## src/flag_consts.vh

```
`ifndef FLAG_CONSTS_VH
`define FLAG_CONSTS_VH

// clock rate and counter width
`define CLK_MHZ             100
`define CNT_W               24

// qualification filter on supply and current monitors
`define FILTER_US           100
`define FILTER_CYCLES       (`FILTER_US * `CLK_MHZ)

// reset pin low pulses shorter than this count as short
`define RST_SHORT_MS        100
`define RST_SHORT_CYCLES    (`RST_SHORT_MS * 1000 * `CLK_MHZ)

// dominant timeout period, plain default in microseconds
`define DOM_TIMEOUT_US      1000
`define DOM_TIMEOUT_CYCLES  (`DOM_TIMEOUT_US * `CLK_MHZ)

// synchroniser vector layout
`define SYNC_W              18
`define SYNC_INIT           18'h00200
`define BIT_AUX_UV          0
`define BIT_AUX_OC          1
`define BIT_TSUP_THERMAL    2
`define BIT_TSUP_UV         3
`define BIT_TSUP_OC         4
`define BIT_SENSE_LOW       5
`define BIT_SUP_UV          6
`define BIT_MAIN_OC         7
`define BIT_MAIN_THERMAL    8
`define BIT_RST_PIN_N       9
`define BIT_BATFAIL         10
`define BIT_CAN_WAKE        11
`define BIT_CAN_OVERTEMP    12
`define BIT_RXD_LOW         13
`define BIT_RXD_HIGH        14
`define BIT_TXD_DOM         15
`define BIT_BUS_DOM         16
`define BIT_SPARE           17

`endif

```

## src/flag_latch.v

```verilog
`timescale 1ns/1ps
`include "flag_consts.vh"

module flag_latch #(
    parameter          CW     = `CNT_W,
    parameter [CW-1:0] FILTER = {CW{1'b0}}
) (
    input  wire clk_i,
    input  wire rst_i,
    input  wire ce_i,
    input  wire cond_i,
    input  wire event_i,
    input  wire read_i,
    output wire flag_o
);

    reg [CW-1:0] cnt_reg;
    reg [CW-1:0] cnt_next;
    reg          flag_reg;
    reg          flag_next;
    wire         qualified;

    // any dropout restarts the count: only unbroken conditions qualify
    always @* begin
        if (!cond_i) begin
            cnt_next = {CW{1'b0}};
        end else if (cnt_reg != FILTER) begin
            cnt_next = cnt_reg + {{(CW-1){1'b0}}, 1'b1};
        end else begin
            cnt_next = cnt_reg;
        end
    end

    assign qualified = cond_i && (cnt_reg == FILTER);

    // set wins over clear; a read clears only once the cause is gone
    always @* begin
        if (qualified || event_i) begin
            flag_next = 1'b1;
        end else if (read_i && !cond_i) begin
            flag_next = 1'b0;
        end else begin
            flag_next = flag_reg;
        end
    end

    always @(posedge clk_i) begin
        if (rst_i) begin
            cnt_reg  <= {CW{1'b0}};
            flag_reg <= 1'b0;
        end else if (ce_i) begin
            cnt_reg  <= cnt_next;
            flag_reg <= flag_next;
        end
    end

    assign flag_o = flag_reg;

endmodule // flag_latch

```

## src/supply_can_diag_flags.v

```verilog
`timescale 1ns/1ps
`include "flag_consts.vh"

module supply_can_diag_flags #(
    parameter FILTER_CYCLES      = `FILTER_CYCLES,
    parameter RST_SHORT_CYCLES   = `RST_SHORT_CYCLES,
    parameter DOM_TIMEOUT_CYCLES = `DOM_TIMEOUT_CYCLES
) (
    input  wire clk_i,
    input  wire rst_i,
    input  wire ce_i,
    // monitor levels from the analog side, asynchronous
    input  wire aux_undervoltage_i,
    input  wire aux_overcurrent_i,
    input  wire transceiver_supply_thermal_i,
    input  wire transceiver_supply_undervoltage_i,
    input  wire transceiver_supply_overcurrent_i,
    input  wire sense_input_low_i,
    input  wire battery_undervoltage_i,
    input  wire main_reg_overcurrent_i,
    input  wire main_reg_overcurrent_lp_i,
    input  wire main_reg_thermal_off_i,
    input  wire reset_pin_n_i,
    input  wire battery_fail_i,
    input  wire can_wake_i,
    input  wire can_overtemp_i,
    input  wire rxd_stuck_low_i,
    input  wire rxd_stuck_high_i,
    input  wire txd_stuck_dominant_i,
    input  wire bus_dominant_i,
    // same-domain mode and read strobes
    input  wire normal_mode_i,
    input  wire lowpower_vddon_mode_i,
    input  wire supply_flags_read_i,
    input  wire can_flags_read_i,
    // sticky flags
    output wire aux_undervoltage_flag_o,
    output wire aux_overcurrent_flag_o,
    output wire transceiver_supply_thermal_flag_o,
    output wire transceiver_supply_undervoltage_flag_o,
    output wire transceiver_supply_overcurrent_flag_o,
    output wire sense_input_low_flag_o,
    output wire battery_undervoltage_flag_o,
    output wire main_reg_overcurrent_normal_flag_o,
    output wire main_reg_thermal_flag_o,
    output wire short_reset_pulse_flag_o,
    output wire battery_fail_flag_o,
    output wire main_reg_overcurrent_lowpower_flag_o,
    output wire can_wake_flag_o,
    output wire can_overtemp_flag_o,
    output wire rxd_stuck_low_flag_o,
    output wire rxd_stuck_high_flag_o,
    output wire txd_stuck_dominant_flag_o,
    output wire bus_dominant_clamp_flag_o
);

    localparam              CW         = `CNT_W;
    localparam [CW-1:0]     FILTER     = FILTER_CYCLES[CW-1:0];
    localparam [CW-1:0]     RST_SHORT  = RST_SHORT_CYCLES[CW-1:0];
    localparam [CW-1:0]     DOM_LIMIT  = DOM_TIMEOUT_CYCLES[CW-1:0];
    localparam [CW-1:0]     NO_FILTER  = {CW{1'b0}};
    localparam [CW-1:0]     ONE        = {{(CW-1){1'b0}}, 1'b1};

    wire [`SYNC_W-1:0] raw;
    reg  [`SYNC_W-1:0] s1_reg;
    reg  [`SYNC_W-1:0] s2_reg;

    reg          wake_prev_reg;
    reg          rst_pin_prev_reg;
    reg [CW-1:0] rst_low_cnt_reg;
    reg [CW-1:0] rst_low_cnt_next;
    reg          short_pulse_reg;
    reg          short_pulse_next;
    reg [CW-1:0] dom_cnt_reg;
    reg [CW-1:0] dom_cnt_next;
    reg          clamp_reg;
    reg          clamp_next;

    wire rst_pin_low;
    wire wake_edge;
    wire oc_normal;
    wire oc_lowpower;

    assign raw[`BIT_AUX_UV]       = aux_undervoltage_i;
    assign raw[`BIT_AUX_OC]       = aux_overcurrent_i;
    assign raw[`BIT_TSUP_THERMAL] = transceiver_supply_thermal_i;
    assign raw[`BIT_TSUP_UV]      = transceiver_supply_undervoltage_i;
    assign raw[`BIT_TSUP_OC]      = transceiver_supply_overcurrent_i;
    assign raw[`BIT_SENSE_LOW]    = sense_input_low_i;
    assign raw[`BIT_SUP_UV]       = battery_undervoltage_i;
    assign raw[`BIT_MAIN_OC]      = main_reg_overcurrent_i;
    assign raw[`BIT_MAIN_THERMAL] = main_reg_thermal_off_i;
    assign raw[`BIT_RST_PIN_N]    = reset_pin_n_i;
    assign raw[`BIT_BATFAIL]      = battery_fail_i;
    assign raw[`BIT_CAN_WAKE]     = can_wake_i;
    assign raw[`BIT_CAN_OVERTEMP] = can_overtemp_i;
    assign raw[`BIT_RXD_LOW]      = rxd_stuck_low_i;
    assign raw[`BIT_RXD_HIGH]     = rxd_stuck_high_i;
    assign raw[`BIT_TXD_DOM]      = txd_stuck_dominant_i;
    assign raw[`BIT_BUS_DOM]      = bus_dominant_i;
    assign raw[`BIT_SPARE]        = main_reg_overcurrent_lp_i;

    // reset pin resets high so release does not look like a short pulse
    always @(posedge clk_i) begin
        if (rst_i) begin
            s1_reg <= `SYNC_INIT;
            s2_reg <= `SYNC_INIT;
        end else if (ce_i) begin
            s1_reg <= raw;
            s2_reg <= s1_reg;
        end
    end

    assign rst_pin_low = !s2_reg[`BIT_RST_PIN_N];
    assign wake_edge   = s2_reg[`BIT_CAN_WAKE] && !wake_prev_reg;
    // mode gating: each current limit only counts in its own mode
    assign oc_normal   = s2_reg[`BIT_MAIN_OC] && normal_mode_i;
    assign oc_lowpower = s2_reg[`BIT_SPARE] && lowpower_vddon_mode_i;

    // measure reset pin low time, saturating at the short limit
    always @* begin
        rst_low_cnt_next = rst_low_cnt_reg;
        short_pulse_next = 1'b0;
        if (rst_pin_low) begin
            if (rst_low_cnt_reg != RST_SHORT) begin
                rst_low_cnt_next = rst_low_cnt_reg + ONE;
            end
        end else begin
            rst_low_cnt_next = {CW{1'b0}};
            if (rst_pin_prev_reg && (rst_low_cnt_reg < RST_SHORT)) begin
                short_pulse_next = 1'b1;
            end
        end
    end

    // bus dominant watchdog; clamp drops as soon as the bus releases
    always @* begin
        if (!s2_reg[`BIT_BUS_DOM]) begin
            dom_cnt_next = {CW{1'b0}};
            clamp_next   = 1'b0;
        end else if (dom_cnt_reg != DOM_LIMIT) begin
            dom_cnt_next = dom_cnt_reg + ONE;
            clamp_next   = 1'b0;
        end else begin
            dom_cnt_next = dom_cnt_reg;
            clamp_next   = 1'b1;
        end
    end

    always @(posedge clk_i) begin
        if (rst_i) begin
            wake_prev_reg    <= 1'b0;
            rst_pin_prev_reg <= 1'b0;
            rst_low_cnt_reg  <= {CW{1'b0}};
            short_pulse_reg  <= 1'b0;
            dom_cnt_reg      <= {CW{1'b0}};
            clamp_reg        <= 1'b0;
        end else if (ce_i) begin
            wake_prev_reg    <= s2_reg[`BIT_CAN_WAKE];
            rst_pin_prev_reg <= rst_pin_low;
            rst_low_cnt_reg  <= rst_low_cnt_next;
            short_pulse_reg  <= short_pulse_next;
            dom_cnt_reg      <= dom_cnt_next;
            clamp_reg        <= clamp_next;
        end
    end

    flag_latch #(.CW(CW), .FILTER(FILTER)) u_aux_uv (
        .clk_i   (clk_i),
        .rst_i   (rst_i),
        .ce_i    (ce_i),
        .cond_i  (s2_reg[`BIT_AUX_UV]),
        .event_i (1'b0),
        .read_i  (supply_flags_read_i),
        .flag_o  (aux_undervoltage_flag_o)
    );

    flag_latch #(.CW(CW), .FILTER(FILTER)) u_aux_oc (
        .clk_i   (clk_i),
        .rst_i   (rst_i),
        .ce_i    (ce_i),
        .cond_i  (s2_reg[`BIT_AUX_OC]),
        .event_i (1'b0),
        .read_i  (supply_flags_read_i),
        .flag_o  (aux_overcurrent_flag_o)
    );

    flag_latch #(.CW(CW), .FILTER(NO_FILTER)) u_tsup_thermal (
        .clk_i   (clk_i),
        .rst_i   (rst_i),
        .ce_i    (ce_i),
        .cond_i  (s2_reg[`BIT_TSUP_THERMAL]),
        .event_i (1'b0),
        .read_i  (supply_flags_read_i),
        .flag_o  (transceiver_supply_thermal_flag_o)
    );

    flag_latch #(.CW(CW), .FILTER(FILTER)) u_tsup_uv (
        .clk_i   (clk_i),
        .rst_i   (rst_i),
        .ce_i    (ce_i),
        .cond_i  (s2_reg[`BIT_TSUP_UV]),
        .event_i (1'b0),
        .read_i  (supply_flags_read_i),
        .flag_o  (transceiver_supply_undervoltage_flag_o)
    );

    flag_latch #(.CW(CW), .FILTER(FILTER)) u_tsup_oc (
        .clk_i   (clk_i),
        .rst_i   (rst_i),
        .ce_i    (ce_i),
        .cond_i  (s2_reg[`BIT_TSUP_OC]),
        .event_i (1'b0),
        .read_i  (supply_flags_read_i),
        .flag_o  (transceiver_supply_overcurrent_flag_o)
    );

    flag_latch #(.CW(CW), .FILTER(FILTER)) u_sense_low (
        .clk_i   (clk_i),
        .rst_i   (rst_i),
        .ce_i    (ce_i),
        .cond_i  (s2_reg[`BIT_SENSE_LOW]),
        .event_i (1'b0),
        .read_i  (supply_flags_read_i),
        .flag_o  (sense_input_low_flag_o)
    );

    flag_latch #(.CW(CW), .FILTER(FILTER)) u_sup_uv (
        .clk_i   (clk_i),
        .rst_i   (rst_i),
        .ce_i    (ce_i),
        .cond_i  (s2_reg[`BIT_SUP_UV]),
        .event_i (1'b0),
        .read_i  (supply_flags_read_i),
        .flag_o  (battery_undervoltage_flag_o)
    );

    flag_latch #(.CW(CW), .FILTER(FILTER)) u_main_oc_normal (
        .clk_i   (clk_i),
        .rst_i   (rst_i),
        .ce_i    (ce_i),
        .cond_i  (oc_normal),
        .event_i (1'b0),
        .read_i  (supply_flags_read_i),
        .flag_o  (main_reg_overcurrent_normal_flag_o)
    );

    flag_latch #(.CW(CW), .FILTER(NO_FILTER)) u_main_thermal (
        .clk_i   (clk_i),
        .rst_i   (rst_i),
        .ce_i    (ce_i),
        .cond_i  (s2_reg[`BIT_MAIN_THERMAL]),
        .event_i (1'b0),
        .read_i  (supply_flags_read_i),
        .flag_o  (main_reg_thermal_flag_o)
    );

    // pin low below the short limit holds off the clear but never sets; only the pulse end sets
    flag_latch #(.CW(CW), .FILTER(RST_SHORT)) u_short_reset (
        .clk_i   (clk_i),
        .rst_i   (rst_i),
        .ce_i    (ce_i),
        .cond_i  (rst_pin_low && (rst_low_cnt_reg != RST_SHORT)),
        .event_i (short_pulse_reg),
        .read_i  (supply_flags_read_i),
        .flag_o  (short_reset_pulse_flag_o)
    );

    flag_latch #(.CW(CW), .FILTER(NO_FILTER)) u_batfail (
        .clk_i   (clk_i),
        .rst_i   (rst_i),
        .ce_i    (ce_i),
        .cond_i  (s2_reg[`BIT_BATFAIL]),
        .event_i (1'b0),
        .read_i  (supply_flags_read_i),
        .flag_o  (battery_fail_flag_o)
    );

    flag_latch #(.CW(CW), .FILTER(FILTER)) u_main_oc_lp (
        .clk_i   (clk_i),
        .rst_i   (rst_i),
        .ce_i    (ce_i),
        .cond_i  (oc_lowpower),
        .event_i (1'b0),
        .read_i  (supply_flags_read_i),
        .flag_o  (main_reg_overcurrent_lowpower_flag_o)
    );

    // wake has no recovery condition, so a read alone clears it
    flag_latch #(.CW(CW), .FILTER(NO_FILTER)) u_can_wake (
        .clk_i   (clk_i),
        .rst_i   (rst_i),
        .ce_i    (ce_i),
        .cond_i  (1'b0),
        .event_i (wake_edge),
        .read_i  (can_flags_read_i),
        .flag_o  (can_wake_flag_o)
    );

    flag_latch #(.CW(CW), .FILTER(NO_FILTER)) u_can_overtemp (
        .clk_i   (clk_i),
        .rst_i   (rst_i),
        .ce_i    (ce_i),
        .cond_i  (s2_reg[`BIT_CAN_OVERTEMP]),
        .event_i (1'b0),
        .read_i  (can_flags_read_i),
        .flag_o  (can_overtemp_flag_o)
    );

    flag_latch #(.CW(CW), .FILTER(NO_FILTER)) u_rxd_low (
        .clk_i   (clk_i),
        .rst_i   (rst_i),
        .ce_i    (ce_i),
        .cond_i  (s2_reg[`BIT_RXD_LOW]),
        .event_i (1'b0),
        .read_i  (can_flags_read_i),
        .flag_o  (rxd_stuck_low_flag_o)
    );

    flag_latch #(.CW(CW), .FILTER(NO_FILTER)) u_rxd_high (
        .clk_i   (clk_i),
        .rst_i   (rst_i),
        .ce_i    (ce_i),
        .cond_i  (s2_reg[`BIT_RXD_HIGH]),
        .event_i (1'b0),
        .read_i  (can_flags_read_i),
        .flag_o  (rxd_stuck_high_flag_o)
    );

    flag_latch #(.CW(CW), .FILTER(NO_FILTER)) u_txd_dom (
        .clk_i   (clk_i),
        .rst_i   (rst_i),
        .ce_i    (ce_i),
        .cond_i  (s2_reg[`BIT_TXD_DOM]),
        .event_i (1'b0),
        .read_i  (can_flags_read_i),
        .flag_o  (txd_stuck_dominant_flag_o)
    );

    // clear also needs the bus itself released, not just the clamp
    flag_latch #(.CW(CW), .FILTER(NO_FILTER)) u_bus_clamp (
        .clk_i   (clk_i),
        .rst_i   (rst_i),
        .ce_i    (ce_i),
        .cond_i  (clamp_reg),
        .event_i (1'b0),
        .read_i  (can_flags_read_i && !s2_reg[`BIT_BUS_DOM]),
        .flag_o  (bus_dominant_clamp_flag_o)
    );

endmodule // supply_can_diag_flags

```

## config.mk

```make
export PLATFORM = sky130hd
export DESIGN_NAME = supply_can_diag_flags
export DESIGN_NICKNAME = d
export VERILOG_FILES = /design/src/flag_latch.v /design/src/supply_can_diag_flags.v
export VERILOG_INCLUDE_DIRS = /design/src
export SDC_FILE = /design/constraint.sdc
export NUM_CORES = 1
export LEC_CHECK = 0
export BUFFER_PORTS_ARGS = -buffer_cell sky130_fd_sc_hd__buf_2
export CAP_MARGIN = 5
export CORE_MARGIN = 2
export CORE_UTILIZATION = 25
export DETAILED_ROUTE_END_ITERATION = 8
export GPL_TIMING_DRIVEN = 1
export HOLD_SLACK_MARGIN = 0.12
export PLACE_DENSITY = 0.42
export RECOVER_POWER = 50
export SYNTH_ARGS = -nofsm -noshare
export SYNTH_HDL_FRONTEND = slang
export SYNTH_SLANG_ARGS = --single-unit
```

## constraint.sdc

```tcl
create_clock -name clk_i -period 2.3 [get_ports clk_i]
set_input_delay 0.345 -clock clk_i [delete_from_list [all_inputs] [get_ports clk_i]]
set_output_delay 0.345 -clock clk_i [all_outputs]
set_load 0.05 [all_outputs]
```

==> Implementation_results.wiki <==
{| class="wikitable"
! Metric !! Value
|-
| Initial detailed-routing violation count || 962
|-
| Worst endpoint data arrival time || 2.71 ns
|-
| Layout cells sized above 1 || 9.92%
|-
| Maximum vdd ir drop || 575 uV
|-
| Setup TNS || 0 ns
|-
| Highest metal layer used by the detailed router || met5
|-
| Required time of the worst setup path || 2.83 ns
|-
| Root buf cell || sky130_fd_sc_hd__clkbuf_16
|-
| Cell count after synthesis || 2862
|-
| Mean routed wirelength per cell || 14.1 um
|-
| Share of total power consumed by net switching || 22.9%
|-
| CP startpoint kind || register
|-
| Post-Synthesis Mean Instance Area || 8.54 sq um
|-
| Share of the yosys chip area belonging to registers || 42.1%
|-
| Most used standard cells in the synthesized netlist || sky130_fd_sc_hd__dfxtp_1 (514), sky130_fd_sc_hd__nor2_1 (443), sky130_fd_sc_hd__xnor2_1 (167), sky130_fd_sc_hd__xor2_1 (167), sky130_fd_sc_hd__nand2_1 (156)
|-
| DP Worst Slack || 0.0175 ns
|-
| Net load switching power || 4640 uW
|-
| TritonCTS buffer count || 66
|-
| Final core occ || 30.3%
|-
| Residual DRC count || 0
|-
| Core footprint || 96700 sq um
|-
| Top-area cell type share of the netlist area || 42.1%
|-
| Number of global-route vias before repair || 19700
|-
| Maximum achievable frequency || 459 MHz
|-
| Clock period minus final worst setup slack || 2.18 ns
|-
| Cell with the biggest individual delay on the critical path || sky130_fd_sc_hd__or4b_4
|-
| Total wirelength of the detailed-routed design || 61300 um
|-
| Dominant register cell in the synthesized netlist || sky130_fd_sc_hd__dfxtp_1
|-
| Full die area || 100000 sq um
|-
| Register clock-pin slew on the reported worst setup and hold paths || 0.06 ns
|-
| Number of levels the H-tree was split into || 3
|-
| List of cells traversed by the critical path || or4b_1, or4b_4, o21ai_4, mux2_2, nor2_1
|-
| Placed cell count || 4214
|-
| Total count of hold-check failures in the final report || 0
|-
| Layout overhead on the synthesized area || 20.0%
|-
| Status || completed
|-
| Mapped cell area || 24400 sq um
|-
| Area contributors post-synth || sky130_fd_sc_hd__dfxtp_1 (42%), sky130_fd_sc_hd__nor2_1 (6.8%), sky130_fd_sc_hd__xnor2_1 (6.0%)
|-
| Met3 wire len || 1540 um
|-
| Number of antenna violations at the first check in global routing || 3
|-
| Num ports || 43
|-
| Clock Sinks || 514
|-
| Clock tree from TritonCTS || yes
|-
| Leakage || 0.00953 uW
|-
| Worst rel slew slack || 42.2%
|-
| CP bufs+invs || 0
|-
| Site row count || 114
|-
| Proportion of power drawn by combinational gates || 3.4%
|-
| Unique masters post-synth || 67
|-
| Most frequently used cell type in the post-synthesis netlist || sky130_fd_sc_hd__dfxtp_1
|-
| Number of warnings printed during yosys synthesis || 0
|-
| Type of the worst setup path || reg -> reg
|-
| Max capacitance violation total || 0
|-
| RSZ-0062 raised after global routing || false
|-
| Final clock skew || 0.0214 ns
|-
| # nets final || 3091
|-
| Total global routing overflow || 0
|-
| First-pass GRT wire length || 103000 um
|-
| Family of cells with the greatest summed delay on the critical path || simple AND/OR/NAND/NOR gates
|-
| Cell internal pwr || 15600 uW
|-
| Effective utilization at floorplan || 25.3%
|-
| Net count of the mapped netlist || 2925
|-
| Count of input and output buffers || 42
|-
| Via-per-instance ratio || 4.68
|-
| Post-route total power || 20300 uW
|-
| Via total after detailed routing || 20400
|-
| Final setup viols || 0
|-
| ANT nets after route || 0
|-
| Number of diodes || 0
|-
| Pin count of the biggest net entering global routing || 49
|-
| Global placement routability congestion || 0.735
|-
| Total routed wire length on the met1 layer || 31300 um
|-
| Delay of the slowest critical-path stage || 0.59 ns
|-
| Biggest fanout along the worst timing path || 6
|-
| Flops & latches, synth || 514
|-
| Setup crit end kind || register
|-
| Pwr per Cell Area || 692 nW/um^2
|-
| Max-slew violation count || 0
|-
| Class of the most critical hold timing path || in -> reg
|-
| Fraction of registers with async set or reset after synthesis || 0%
|-
| Part of the power in the clock network || 52.1%
|-
| Met2 layer wire length in the routed design || 27200 um
|-
| Post-Layout Cell Count || 4352
|-
| Overall track demand over capacity in global routing || 12.3%
|-
| Clock insertion delay at the later pin of the skew report || 0.61 ns
|-
| Die Height || 317 um
|-
| Length of the first detailed-routing pass in iterations || 5
|-
| Number of flops mapped to enable cells by yosys || 0
|-
| Cell taking the most area after synthesis || sky130_fd_sc_hd__dfxtp_1
|-
| Final worst-path setup slack || 0.122 ns
|-
| Die extent in x || 317 um
|-
| Crit share post-route || 94.7%
|-
| Largest buffer count on any clock path || 3
|-
| Share of total power in sequential cells || 44.5%
|-
| Actual transition at the worst max-transition pin || 0.867 ns
|-
| Estimated wirelength of the detail-placed design || 41500 um
|}
-- worst register-to-register path, stage by stage, from the launching register on --
cell                      delay (ns)
sky130_fd_sc_hd__dfxtp_1        0.32
sky130_fd_sc_hd__or4b_1         0.51
sky130_fd_sc_hd__or4b_4         0.59
sky130_fd_sc_hd__o21ai_4        0.24
sky130_fd_sc_hd__mux2_2         0.36
sky130_fd_sc_hd__nor2_1         0.08
-- through the flow --
stage / area (sq um) / hold WS, ns
2_1_floorplan: 24400 / 0.435
3_3_place_gp: 26900 / 0.458
3_5_place_dp: 26900 / 0.461
4_1_cts: 29300 / 0.163
5_1_grt: 29300 / 0.190
6_report: 29300 / 0.192
-- routing by layer --
metal / GRT usage, % / vias to the layer above
met2: 19.6 / 184
met1: 17.1 / 9528
li1: - / 10600
met4: 3.57 / 2
met3: 1.84 / 81
met5: 0 / -
-- repair_timing --
item,in CTS,in global routing
hold buffers,19,0
hold endpoints to repair,19,0
setup buffers,0,3
setup endpoints to repair,0,46
resized for setup,0,7
-- final timing paths --
check                   startpoint                    to  slack [ns]  depth (start not counted)
max          u_tsup_uv.cnt_reg[12]  u_tsup_uv.cnt_reg[1]        0.12                          5
min                           ce_i      rst_pin_prev_reg        0.19                          3
max reg2reg  u_tsup_uv.cnt_reg[12]  u_tsup_uv.cnt_reg[1]        0.12                          5
min reg2reg          wake_prev_reg         wake_prev_reg        0.46                          2
-- logic make-up after synthesis --
logic type	count (synthesis)	share of synthesized area (%)
compound gates	366	9.37
xor+xnor	334	12.0
fa+ha+maj	38	1.95
buf+inv	201	3.36
flops	514	42.1
mux	51	2.13
simple gates	1358	29.1
-- final cells by class --
cell class	count	area (sq um)
inverter	95	357
multi-input combinational	2147	13300
timing repair buffer	204	1470
clock buffer	100	1980
clock inverter	16	269
tap	1276	1600
sequential	514	10300
fill	10400	67400
-- power by group through the flow --
stage / registers (uW) / clock network, uW / logic, uW
global route: 9020 / 11300 / 782
floorplan: 9200 / 0 / 411
global placement: 9220 / 0 / 710
CTS: 9020 / 11000 / 736
detailed placement: 9220 / 0 / 705
finish: 9020 / 10600 / 699
-- layout by cell type, fill, tap and decap left out, drive strengths merged, types with 115 or more instances in the layout --
cell type / n
clkbuf: 140
a21oi: 120
dfxtp: 514
xnor2: 167
nor2: 445
nand4: 131
nand2: 156
buf: 145
xor2: 167
nand3: 142
o21ai: 115
Power figures use the tool's default switching activity.
